[src/noc_ap_xlate.sv]
// Address-map package and destination address translator
package noc_ap_pkg;
	// ----------------------------------------
	// Widths
	// ----------------------------------------
	localparam int ADDR_W = 42;
	localparam int DATA_W = 256;
	localparam int LEN_W = 8;
	// ----------------------------------------
	// Destination space tags and fields
	// ----------------------------------------
	localparam int DDR4_TAG_HI = 41;
	localparam int DDR4_TAG_LO = 40;
	localparam logic [1:0] DDR4_TAG = 2'h1;
	localparam int DDR4_PG_HI = 32;
	localparam int DDR4_PG_LO = 26;
	localparam int G6_TAG_HI = 41;
	localparam int G6_TAG_LO = 37;
	localparam logic [4:0] G6_TAG = 5'h00;
	localparam int CTRL_HI = 36;
	localparam int CTRL_LO = 33;
	localparam int G6_PG_HI = 28;
	localparam int G6_PG_LO = 26;
	localparam int NAP_TAG_HI = 41;
	localparam int NAP_TAG_LO = 35;
	localparam logic [6:0] NAP_TAG = 7'h08;
	localparam int COL_HI = 34;
	localparam int COL_LO = 31;
	localparam int ROW_HI = 30;
	localparam int ROW_LO = 28;
	// ----------------------------------------
	// Hop timing and responses
	// ----------------------------------------
	localparam int NET_CLK_MHZ = 2000;
	localparam int ROW_HOP_PS = 1000;
	localparam int COL_HOP_PS = 1500;
	localparam int ROW_HOP_CYC = (ROW_HOP_PS * NET_CLK_MHZ) / 1000000;
	localparam int COL_HOP_CYC = (COL_HOP_PS * NET_CLK_MHZ) / 1000000;
	localparam logic [1:0] RESP_OKAY = 2'h0;
	// ----------------------------------------
	// Types
	// ----------------------------------------
	typedef enum logic [1:0] {
		SPACE_OTHER,
		SPACE_DDR4,
		SPACE_GDDR6,
		SPACE_NAP
	} space_t;
	typedef struct packed {
		logic                           ddr4_en;
		logic [DDR4_PG_HI-DDR4_PG_LO:0] ddr4_val;
		logic                           ctrl_en;
		logic [CTRL_HI-CTRL_LO:0]       ctrl_val;
		logic                           g6_en;
		logic [G6_PG_HI-G6_PG_LO:0]     g6_val;
		logic                           col_en;
		logic [COL_HI-COL_LO:0]         col_val;
		logic                           row_en;
		logic [ROW_HI-ROW_LO:0]         row_val;
	} xlate_table_t;
endpackage

`timescale 1ns/10ps
`default_nettype none
module noc_ap_xlate (
	input  wire logic [noc_ap_pkg::ADDR_W-1:0] addr_in,
	input  wire noc_ap_pkg::xlate_table_t      tbl,
	output logic [noc_ap_pkg::ADDR_W-1:0]      addr_out,
	output noc_ap_pkg::space_t                 space,
	output logic [2:0]                         ctrl_unit,
	output logic                               ctrl_chan
);
	// ----------------------------------------
	// Space decode and field replacement
	// ----------------------------------------
	always_comb begin
		addr_out = addr_in;
		space = noc_ap_pkg::SPACE_OTHER;
		if (addr_in[noc_ap_pkg::DDR4_TAG_HI:noc_ap_pkg::DDR4_TAG_LO]
			== noc_ap_pkg::DDR4_TAG) begin
			space = noc_ap_pkg::SPACE_DDR4;
			if (tbl.ddr4_en) begin
				addr_out[noc_ap_pkg::DDR4_PG_HI:noc_ap_pkg::DDR4_PG_LO]
					= tbl.ddr4_val;
			end
		end else if (addr_in[noc_ap_pkg::G6_TAG_HI:noc_ap_pkg::G6_TAG_LO]
			== noc_ap_pkg::G6_TAG) begin
			space = noc_ap_pkg::SPACE_GDDR6;
			if (tbl.ctrl_en) begin
				addr_out[noc_ap_pkg::CTRL_HI:noc_ap_pkg::CTRL_LO]
					= tbl.ctrl_val;
			end
			if (tbl.g6_en) begin
				addr_out[noc_ap_pkg::G6_PG_HI:noc_ap_pkg::G6_PG_LO]
					= tbl.g6_val;
			end
		end else if (addr_in[noc_ap_pkg::NAP_TAG_HI:noc_ap_pkg::NAP_TAG_LO]
			== noc_ap_pkg::NAP_TAG) begin
			space = noc_ap_pkg::SPACE_NAP;
			if (tbl.col_en) begin
				addr_out[noc_ap_pkg::COL_HI:noc_ap_pkg::COL_LO]
					= tbl.col_val;
			end
			if (tbl.row_en) begin
				addr_out[noc_ap_pkg::ROW_HI:noc_ap_pkg::ROW_LO]
					= tbl.row_val;
			end
		end
	end

	// Controller unit and channel of the select field
	assign ctrl_unit = addr_out[noc_ap_pkg::CTRL_HI:noc_ap_pkg::CTRL_LO+1];
	assign ctrl_chan = addr_out[noc_ap_pkg::CTRL_LO];
endmodule
`default_nettype wire

[src/noc_access_point.sv]
// Network access point: read path, address remap, FIFOs and hop delay
`timescale 1ns/10ps
`default_nettype none
module noc_access_point #(
	parameter bit IS_COLUMN  = 1'b0,
	parameter int FIFO_DEPTH = 4
) (
	input  wire logic                             clk_sys,
	input  wire logic                             rst,
	input  wire logic                             net_clock_present,
	input  wire noc_ap_pkg::xlate_table_t         cfg_table,
	input  wire logic                             ar_valid,
	output logic                                  ar_ready,
	input  wire logic [noc_ap_pkg::ADDR_W-1:0]    ar_addr,
	input  wire logic [noc_ap_pkg::LEN_W-1:0]     ar_len,
	output logic                                  r_valid,
	input  wire logic                             r_ready,
	output logic [noc_ap_pkg::DATA_W-1:0]         r_data,
	output logic [1:0]                            r_resp,
	output logic                                  r_last,
	output logic                                  net_req_valid,
	input  wire logic                             net_req_ready,
	output logic [noc_ap_pkg::ADDR_W-1:0]         net_req_addr,
	output logic [noc_ap_pkg::LEN_W-1:0]          net_req_len,
	output noc_ap_pkg::space_t                    net_req_space,
	output logic [2:0]                            net_req_unit,
	output logic                                  net_req_chan,
	input  wire logic                             net_rsp_valid,
	output logic                                  net_rsp_ready,
	input  wire logic [noc_ap_pkg::DATA_W-1:0]    net_rsp_data,
	output logic                                  hs_active,
	output logic                                  idle_low_power
);
	// ----------------------------------------
	// Local sizes and state
	// ----------------------------------------
	localparam int PTR_W = $clog2(FIFO_DEPTH);
	localparam int CNT_W = $clog2(FIFO_DEPTH + 1);
	localparam int HOP_CYC = IS_COLUMN ? noc_ap_pkg::COL_HOP_CYC
		: noc_ap_pkg::ROW_HOP_CYC;
	localparam logic [1:0] HOP_CNT = 2'(HOP_CYC);
	localparam logic [CNT_W-1:0] FULL = CNT_W'(FIFO_DEPTH);
	localparam int AW = noc_ap_pkg::ADDR_W;
	localparam int DW = noc_ap_pkg::DATA_W;
	localparam int LW = noc_ap_pkg::LEN_W;

	typedef struct packed {
		noc_ap_pkg::xlate_table_t        tbl;
		logic [FIFO_DEPTH-1:0][AW-1:0]   rq_addr;
		logic [FIFO_DEPTH-1:0][LW-1:0]   rq_len;
		logic [PTR_W-1:0]                rq_wp;
		logic [PTR_W-1:0]                rq_rp;
		logic [CNT_W-1:0]                rq_cnt;
		logic [FIFO_DEPTH-1:0][DW-1:0]   rs_data;
		logic [PTR_W-1:0]                rs_wp;
		logic [PTR_W-1:0]                rs_rp;
		logic [CNT_W-1:0]                rs_cnt;
		logic                            out_valid;
		logic [AW-1:0]                   out_addr;
		logic [LW-1:0]                   out_len;
		noc_ap_pkg::space_t              out_space;
		logic [2:0]                      out_unit;
		logic                            out_chan;
		logic [1:0]                      out_wait;
		logic                            busy;
		logic [LW:0]                     rcv_left;
		logic [LW:0]                     beat_left;
	} state_t;

	state_t                  st;
	state_t                  next_st;
	logic [AW-1:0]           xl_addr;
	noc_ap_pkg::space_t      xl_space;
	logic [2:0]              xl_unit;
	logic                    xl_chan;
	logic                    rq_push;
	logic                    rq_pop;
	logic                    rs_push;
	logic                    rs_pop;
	logic                    issue;

	// ----------------------------------------
	// Translator on the request FIFO head
	// ----------------------------------------
	noc_ap_xlate u_xlate (
		.addr_in   (st.rq_addr[st.rq_rp]),
		.tbl       (st.tbl),
		.addr_out  (xl_addr),
		.space     (xl_space),
		.ctrl_unit (xl_unit),
		.ctrl_chan (xl_chan)
	);

	// ----------------------------------------
	// Handshakes and outputs
	// ----------------------------------------
	assign ar_ready = net_clock_present && st.rq_cnt != FULL;
	assign net_req_valid = net_clock_present && st.out_valid
		&& st.out_wait == 2'h0 && !st.busy;
	assign net_rsp_ready = net_clock_present && st.busy
		&& st.rcv_left != '0 && st.rs_cnt != FULL;
	assign r_valid = net_clock_present && st.rs_cnt != '0;
	assign r_data = st.rs_data[st.rs_rp];
	assign r_resp = noc_ap_pkg::RESP_OKAY;
	assign r_last = st.beat_left == (LW+1)'(1);
	assign net_req_addr = st.out_addr;
	assign net_req_len = st.out_len;
	assign net_req_space = st.out_space;
	assign net_req_unit = st.out_unit;
	assign net_req_chan = st.out_chan;
	assign hs_active = net_clock_present;
	assign idle_low_power = !st.busy && !st.out_valid
		&& st.rq_cnt == '0 && st.rs_cnt == '0;

	assign rq_push = ar_valid && ar_ready;
	assign rq_pop = !st.out_valid && st.rq_cnt != '0;
	assign issue = net_req_valid && net_req_ready;
	assign rs_push = net_rsp_valid && net_rsp_ready;
	assign rs_pop = r_valid && r_ready;

	// ----------------------------------------
	// Next state
	// ----------------------------------------
	always_comb begin
		next_st = st;
		if (rst || !net_clock_present) begin
			next_st = '0;
			next_st.tbl = rst ? cfg_table : st.tbl;
		end else begin
			if (rq_push) begin
				next_st.rq_addr[st.rq_wp] = ar_addr;
				next_st.rq_len[st.rq_wp] = ar_len;
				next_st.rq_wp = st.rq_wp + 1'b1;
			end
			if (rq_pop) begin
				next_st.out_valid = 1'b1;
				next_st.out_addr = xl_addr;
				next_st.out_len = st.rq_len[st.rq_rp];
				next_st.out_space = xl_space;
				next_st.out_unit = xl_unit;
				next_st.out_chan = xl_chan;
				next_st.out_wait = HOP_CNT;
				next_st.rq_rp = st.rq_rp + 1'b1;
			end else if (st.out_valid && st.out_wait != 2'h0) begin
				next_st.out_wait = st.out_wait - 2'h1;
			end
			next_st.rq_cnt = st.rq_cnt + CNT_W'(rq_push) - CNT_W'(rq_pop);
			if (issue) begin
				next_st.out_valid = 1'b0;
				next_st.busy = 1'b1;
				next_st.rcv_left = {1'b0, st.out_len} + (LW+1)'(1);
				next_st.beat_left = {1'b0, st.out_len} + (LW+1)'(1);
			end
			if (rs_push) begin
				next_st.rs_data[st.rs_wp] = net_rsp_data;
				next_st.rs_wp = st.rs_wp + 1'b1;
				next_st.rcv_left = st.rcv_left - (LW+1)'(1);
			end
			if (rs_pop) begin
				next_st.rs_rp = st.rs_rp + 1'b1;
				next_st.beat_left = st.beat_left - (LW+1)'(1);
				if (r_last) begin
					next_st.busy = 1'b0;
				end
			end
			next_st.rs_cnt = st.rs_cnt + CNT_W'(rs_push) - CNT_W'(rs_pop);
		end
	end

	// ----------------------------------------
	// State register
	// ----------------------------------------
	always_ff @(posedge clk_sys) begin
		st <= next_st;
	end

	generate
		if (IS_COLUMN) begin : g_col

		end else begin : g_row

		end
	endgenerate
endmodule
`default_nettype wire

[config.mk]
export PLATFORM = sky130hd
export DESIGN_NAME = noc_access_point
export DESIGN_NICKNAME = d
export VERILOG_FILES = /design/src/noc_ap_xlate.sv /design/src/noc_access_point.sv
export SDC_FILE = /design/constraint.sdc
export NUM_CORES = 2
export LEC_CHECK = 0
export BUFFER_PORTS_ARGS = -buffer_cell sky130_fd_sc_hd__buf_2
export CORE_UTILIZATION = 42
export DETAILED_ROUTE_END_ITERATION = 10
export GPL_TIMING_DRIVEN = 0
export HOLD_SLACK_MARGIN = 0.15
export PLACE_DENSITY_LB_ADDON = 0.2
export SETUP_SLACK_MARGIN = 0.02
export SLEW_MARGIN = 20
export SYNTH_ARGS = -nofsm -noshare
export SYNTH_HDL_FRONTEND = slang
export SYNTH_SLANG_ARGS = --single-unit
[constraint.sdc]
create_clock -name clk_sys -period 4.7 [get_ports clk_sys]
set_clock_uncertainty 0.05 [all_clocks]
set_input_delay 0.235 -clock clk_sys [delete_from_list [all_inputs] [get_ports clk_sys]]
set_output_delay 0.235 -clock clk_sys [all_outputs]
set_load 0.005 [all_outputs]
After elaboration in Yosys (flattened, before gate mapping) --
Index checks and enable logic that the tools add are counted. W data, S select, Z words.
Storage, ports and cells: bits in registers 1342, bits of input ports 339
Cells by class: magnitude comparators 6, equality and inequality tests 5, reduce and logical (&&, ||, !) cells 37, mux-type cells 38, add/subtract/negate cells 12
Operators with widths (count):
- $bwmux W1024 | 1
- $bmux W256 S2 | 1
- $demux W256 S2 | 1
- $mux W256 | 2
- $bwmux W168 | 1
- $bmux W42 S2 | 1
- $demux W42 S2 | 1
- $mux W42 | 2
- $bwmux W32 | 1
- $mux W7 | 3
- $logic_and A1 B1 Y1 | 19
- $mux W19 | 1
- $mux W9 | 2
- $sub A9 B1 Y9 const B | 2
- $bmux W8 S2 | 1
- $demux W8 S2 | 1
- $mux W2 | 8
- $mux W4 | 4
- $mux W8 | 2
- $lt A2 B3 Y1 const B | 4
- $add A8 B1 Y9 const B | 1
- $eq A9 B1 Y1 const B | 1
- $reduce_bool A9 Y1 | 1
- $add A2 B1 Y2 const B | 4
- 18 further kinds | 33

Logic depth before layout (Yosys ltp) --
word-level depth 7, mapped depth 16

Cells and area by module --
From an unflattened synthesis, not the netlist that was laid out.
Second synthesis, totals: cell total of the unflattened synthesis 6365, area, all modules 54720.0 um2
Modules (own cells, without submodules):
- noc_access_point | times used 1, area an instance 54098.1 um2, cells each 6277
- noc_ap_xlate | times used 1, area an instance 621.8 um2, cells each 88

Least setup slack after synthesis --
No wires, ideal clock.
path type flip-flop to flip-flop, start reg st[11] in the netlist's numbering, end reg st[80] in the netlist's numbering, data required time 4522 ps, cell stages (with the launch flop) 15, arrival 3062 ps, library setup time 128 ps, slack 1461 ps, cell sequence dfxtp_1 or4_4 or4_4 buf_6 and2_0 clkbuf_1 inv_2 ha_1 inv_1 ha_1 inv_1 fa_1 xor2_1 xnor2_1 nor2_1
On the way: word-level cells in the longest chain between the ends 6
Ends and longest elaborated chain:
- start: declaration | line noc_access_point.sv:70 | state_t st;
- start signal: assignment | line noc_access_point.sv:174 | st <= next_st;
- $reduce_bool A9 Y1 | line noc_access_point.sv:101 | && st.rcv_left != '0 && st.rs_cnt != FULL;
- $logic_and A1 B1 Y1 (2 in series) | line noc_access_point.sv:101
- $logic_and A1 B1 Y1 | line noc_access_point.sv:118 | assign rs_push = net_rsp_valid && net_rsp_ready;
- $add A3 B1 Y3 | line noc_access_point.sv:166 | next_st.rs_cnt = st.rs_cnt + CNT_W'(rs_push) - CNT_W'(rs_pop);
- $sub A3 B1 Y3 | line noc_access_point.sv:166
Every way passes these cells. A chain may end at the register's enable or synchronous reset.

Worst setup path after layout --
start reg st[81] in the netlist's numbering, end out r_data[139] in the netlist's numbering
On the way: word-level cells in the longest chain between the ends 2
Ends and longest elaborated chain:
- $bmux W256 S2 | line noc_access_point.sv:103 | assign r_data = st.rs_data[st.rs_rp];
- $mux W256 (not written as such) | line noc_access_point.sv:103
- end: declaration | line noc_access_point.sv:18 | output logic [noc_ap_pkg::DATA_W-1:0] r_data,
Every way passes these cells. The select of a mux whose other input is x is not followed.

==> out/qor.txt <==
=================================================================================
Status                                                               finished, final reports clean
# setup viols final                                                             0
Hold Path Sink                                                            st[554]
Via-per-instance ratio                                                       5.33
Worst-path clk slew                                                       0.06 ns
HPWL after detailed placement                                              138 mm
Largest fanout on the critical path                                            10
Critical R2R Launch                                                        st[11]
First-pass GRT wire length                                                 300 mm
Cell with the largest stage delay on the worst path                  sky130_fd_sc_hd__buf_1
Source-to-sink clock delay at the later pin of the worst-skew pair        0.80 ns
Number of setup buffers added after CTS                                         0
Netlist cell types                                                             61
Leading cell types in the layout, fill and taps excluded             sky130_fd_sc_hd__nand2_1 (2,265), sky130_fd_sc_hd__dfxtp_1 (1,312), sky130_fd_sc_hd__a21oi_1 (896)
Total routing usage reported by global routing                              28.3%
Worst min-delay path category                                        input pin to flop
Normalized max-slew margin                                                  18.2%
Total number of clock tree sinks                                            1,338
Count of input and output buffers                                             657
Most common cell after layout, fill and taps aside                   sky130_fd_sc_hd__nand2_1
Quantity of hold-fixing buffers added after cts                               370
Antenna violation net count after detailed routing                              0
Most used flip-flop cell after synthesis                             sky130_fd_sc_hd__dfxtp_1
Post-cts repair resize count                                                    0
Leakage                                                                 0.0242 uW
Clock tree from TritonCTS                                                   built
Number of synthesized flops with an enable pin                                 26
RSZ-0062 raised after global routing                                        false
Via count                                                                  50,200
Critical path, cell by cell                                          clkbuf_1, clkbuf_2, buf_1, mux4_2, buf_2
Number of placement rows                                                      135
Max-cap check violation count                                                   0
Crit. End Element                                                    primary output
DIE HEIGHT                                                                 372 um
Crit path time final                                                      4.06 ns
CTS root buf                                                         sky130_fd_sc_hd__clkbuf_16
Async set-or-reset flop fraction in the synthesized netlist                    0%
Total Wirelength                                                           202 mm
Final weighted congestion of routability-driven global placement            0.872
Fraction of synthesized cell area taken by the top area cell type           45.6%
Worst Hold Path Cells                                                           4
Length in cells of the worst reg-to-reg path                                   14
GRT overflow                                                                    0
Share of cells above drive strength 1                                       28.8%
Syn Area/Cell                                                            9.14 um2
Mapped cell area                                                       57,600 um2
Final layout net count                                                      7,844
Final core utilization                                                      52.9%
Worst R2R End                                                              st[80]
Worst EP arrival                                                          3.77 ns
Highest cell delay on the worst timing path                               0.79 ns
Synth area leader                                                    sky130_fd_sc_hd__dfxtp_1
Main area contributors after synthesis                               sky130_fd_sc_hd__dfxtp_1 (46%), sky130_fd_sc_hd__nand2_1 (15%), sky130_fd_sc_hd__mux4_2 (12%)
Sequential fraction of the synthesis area                                   46.9%
Synthesis-to-layout area growth                                             24.7%
Pin count of the biggest net entering global routing                           27
Number of antenna violations at the first check in global routing              47
Post-route setup TNS                                                         0 ns
Initial core utilization                                                    42.4%
Via count of the first global-routing pass                                 49,600
Bufs on Longest Clock Path                                                      3
First-pass detailed-route iteration total                                       5
Core footprint                                                        136,000 um2
Maximum clock frequency                                                 0.247 GHz
Power density over the cells                                           353 nW/um2
Hold Path Origin                                                     net_rsp_data[213]
Number of levels the H-tree was split into                                      4
Worst voltage drop across the vdd grid                                 0.000332 V
Remaining DRCs                                                                  0
Period utilization                                                          86.3%
Iteration-0 DRC count of the detailed router                                3,706
Total of warnings raised by yosys                                               0
Average detailed-routed wire length per instance                          21.4 um
Worst Path Class, Setup                                              flop to primary output
Gate count after technology mapping                                         6,307
Worst R2R Setup Slack                                                     1.20 ns
Slew at the pin with the worst max-slew slack                             1.23 ns
Synthesis-stage register bit count                                          1,338
Top-Level Pins                                                                660
Worst setup SP type                                                          flop
CTS buffer count                                                              148
Worst Path Required                                                       4.41 ns
Final count of hold timing violations                                           0
Width of the die                                                           372 um
Final Slew Violations                                                           0
Die Outline Area                                                      139,000 um2
=================================================================================
[synthesized netlist by cell type, types with 11 or more instances]
cell,n
sky130_fd_sc_hd__ha_1,18
sky130_fd_sc_hd__buf_6,60
sky130_fd_sc_hd__and2_1,14
sky130_fd_sc_hd__nand2_2,300
sky130_fd_sc_hd__dfxtp_1,1312
sky130_fd_sc_hd__buf_1,54
sky130_fd_sc_hd__mux2i_1,11
sky130_fd_sc_hd__o21ai_0,11
sky130_fd_sc_hd__inv_1,20
sky130_fd_sc_hd__buf_12,42
sky130_fd_sc_hd__buf_4,62
sky130_fd_sc_hd__buf_2,112
sky130_fd_sc_hd__clkbuf_1,234
sky130_fd_sc_hd__nand2_1,2265
sky130_fd_sc_hd__nor2_1,33
sky130_fd_sc_hd__mux4_2,306
sky130_fd_sc_hd__xnor2_1,11
sky130_fd_sc_hd__edfxtp_1,26
sky130_fd_sc_hd__nand3_1,11
sky130_fd_sc_hd__a21oi_1,896
sky130_fd_sc_hd__a21oi_2,390
[where the power goes]
part,total [uW],internal (uW),leakage [uW],switching [uW]
registers,11500,11500,0.0108,57.3
logic,2120,715,0.0109,1400
clock network,11700,6870,0.00241,4870
total,25400,19000,0.0242,6330
[final cells by class]
cell class              instances  area, um2
inverters                      22       82.6
repair buffers               1027       6990
plain buffers                 567       3680
well taps                    1781       2230
diodes                         43        108
clock inverters                35        409
fillers                     12600      63900
clock buffers                 227       4460
flip-flops and latches       1338      27000
multi-input cells            4381      26900
[worst max path at each step]
| stage | to | start | slack, ns | cells after the start |
|---|---|---|---|---|
| CTS | r_data[121] | st[81] | 0.14 | 5 |
| global route | r_data[140] | st[81] | 0.42 | 5 |
| detailed placement | st[97] | net_clock_present | 0.92 | 7 |
| floorplan | st[80] | st[11] | 1.46 | 14 |
| finish | r_data[139] | st[81] | 0.64 | 5 |
| global placement | st[851] | net_clock_present | 0.69 | 7 |
[metal layers]
metal | track usage (%) | wire length, um | up-vias
li1 | - | - | 23500
met1 | 35.8 | 82300 | 24400
met2 | 46.3 | 95600 | 1817
met3 | 5.82 | 14400 | 455
met4 | 13.0 | 9200 | 26
met5 | 0 | 148 | -
[registers in the layout, summed over array words and instances (netlist names)]
name and cells:
net_req_space 2, st 1286, net_req_len 8, net_req_addr 42
[critical path: cells and delay by family (launching register included)]
kind                   cells  cell delay [ns]
buffers and inverters      4             1.97
muxes                      1             0.68
DFF                        1             0.30
[kinds of logic (layout without fill, tap and decap cells)]
kind of cell	Yosys count	after routing	synth area share [%]
AOI/OAI and AO/OA	1339	1339	14.4
and+or+nand+nor	2683	2683	19.2
adders and majority gates	20	20	0.460
xor gates and xnor gates	17	17	0.258
muxes	320	320	12.2
buffers and inverters	589	1878	6.51
other	1	45	0.00651
DFF	1338	1338	46.9
[metrics by stage]
| step | area, um2 | cells | setup slack (ns) | power [uW] | hold slack [ns] |
|---|---|---|---|---|---|
| 2_1_floorplan | 57700 | 6308 | 1.46 | 12700 | 0.284 |
| 3_3_place_gp | 63200 | 8746 | 0.688 | 13600 | 0.363 |
| 3_5_place_dp | 63200 | 8746 | 0.921 | 13600 | 0.363 |
| 4_1_cts | 71800 | 9378 | 0.142 | 25500 | 0.150 |
| 5_1_grt | 71800 | 9409 | 0.420 | 26100 | 0.193 |
| 6_report | 71900 | 9421 | 0.643 | 25400 | 0.202 |
(Power assumes the default switching activity.)
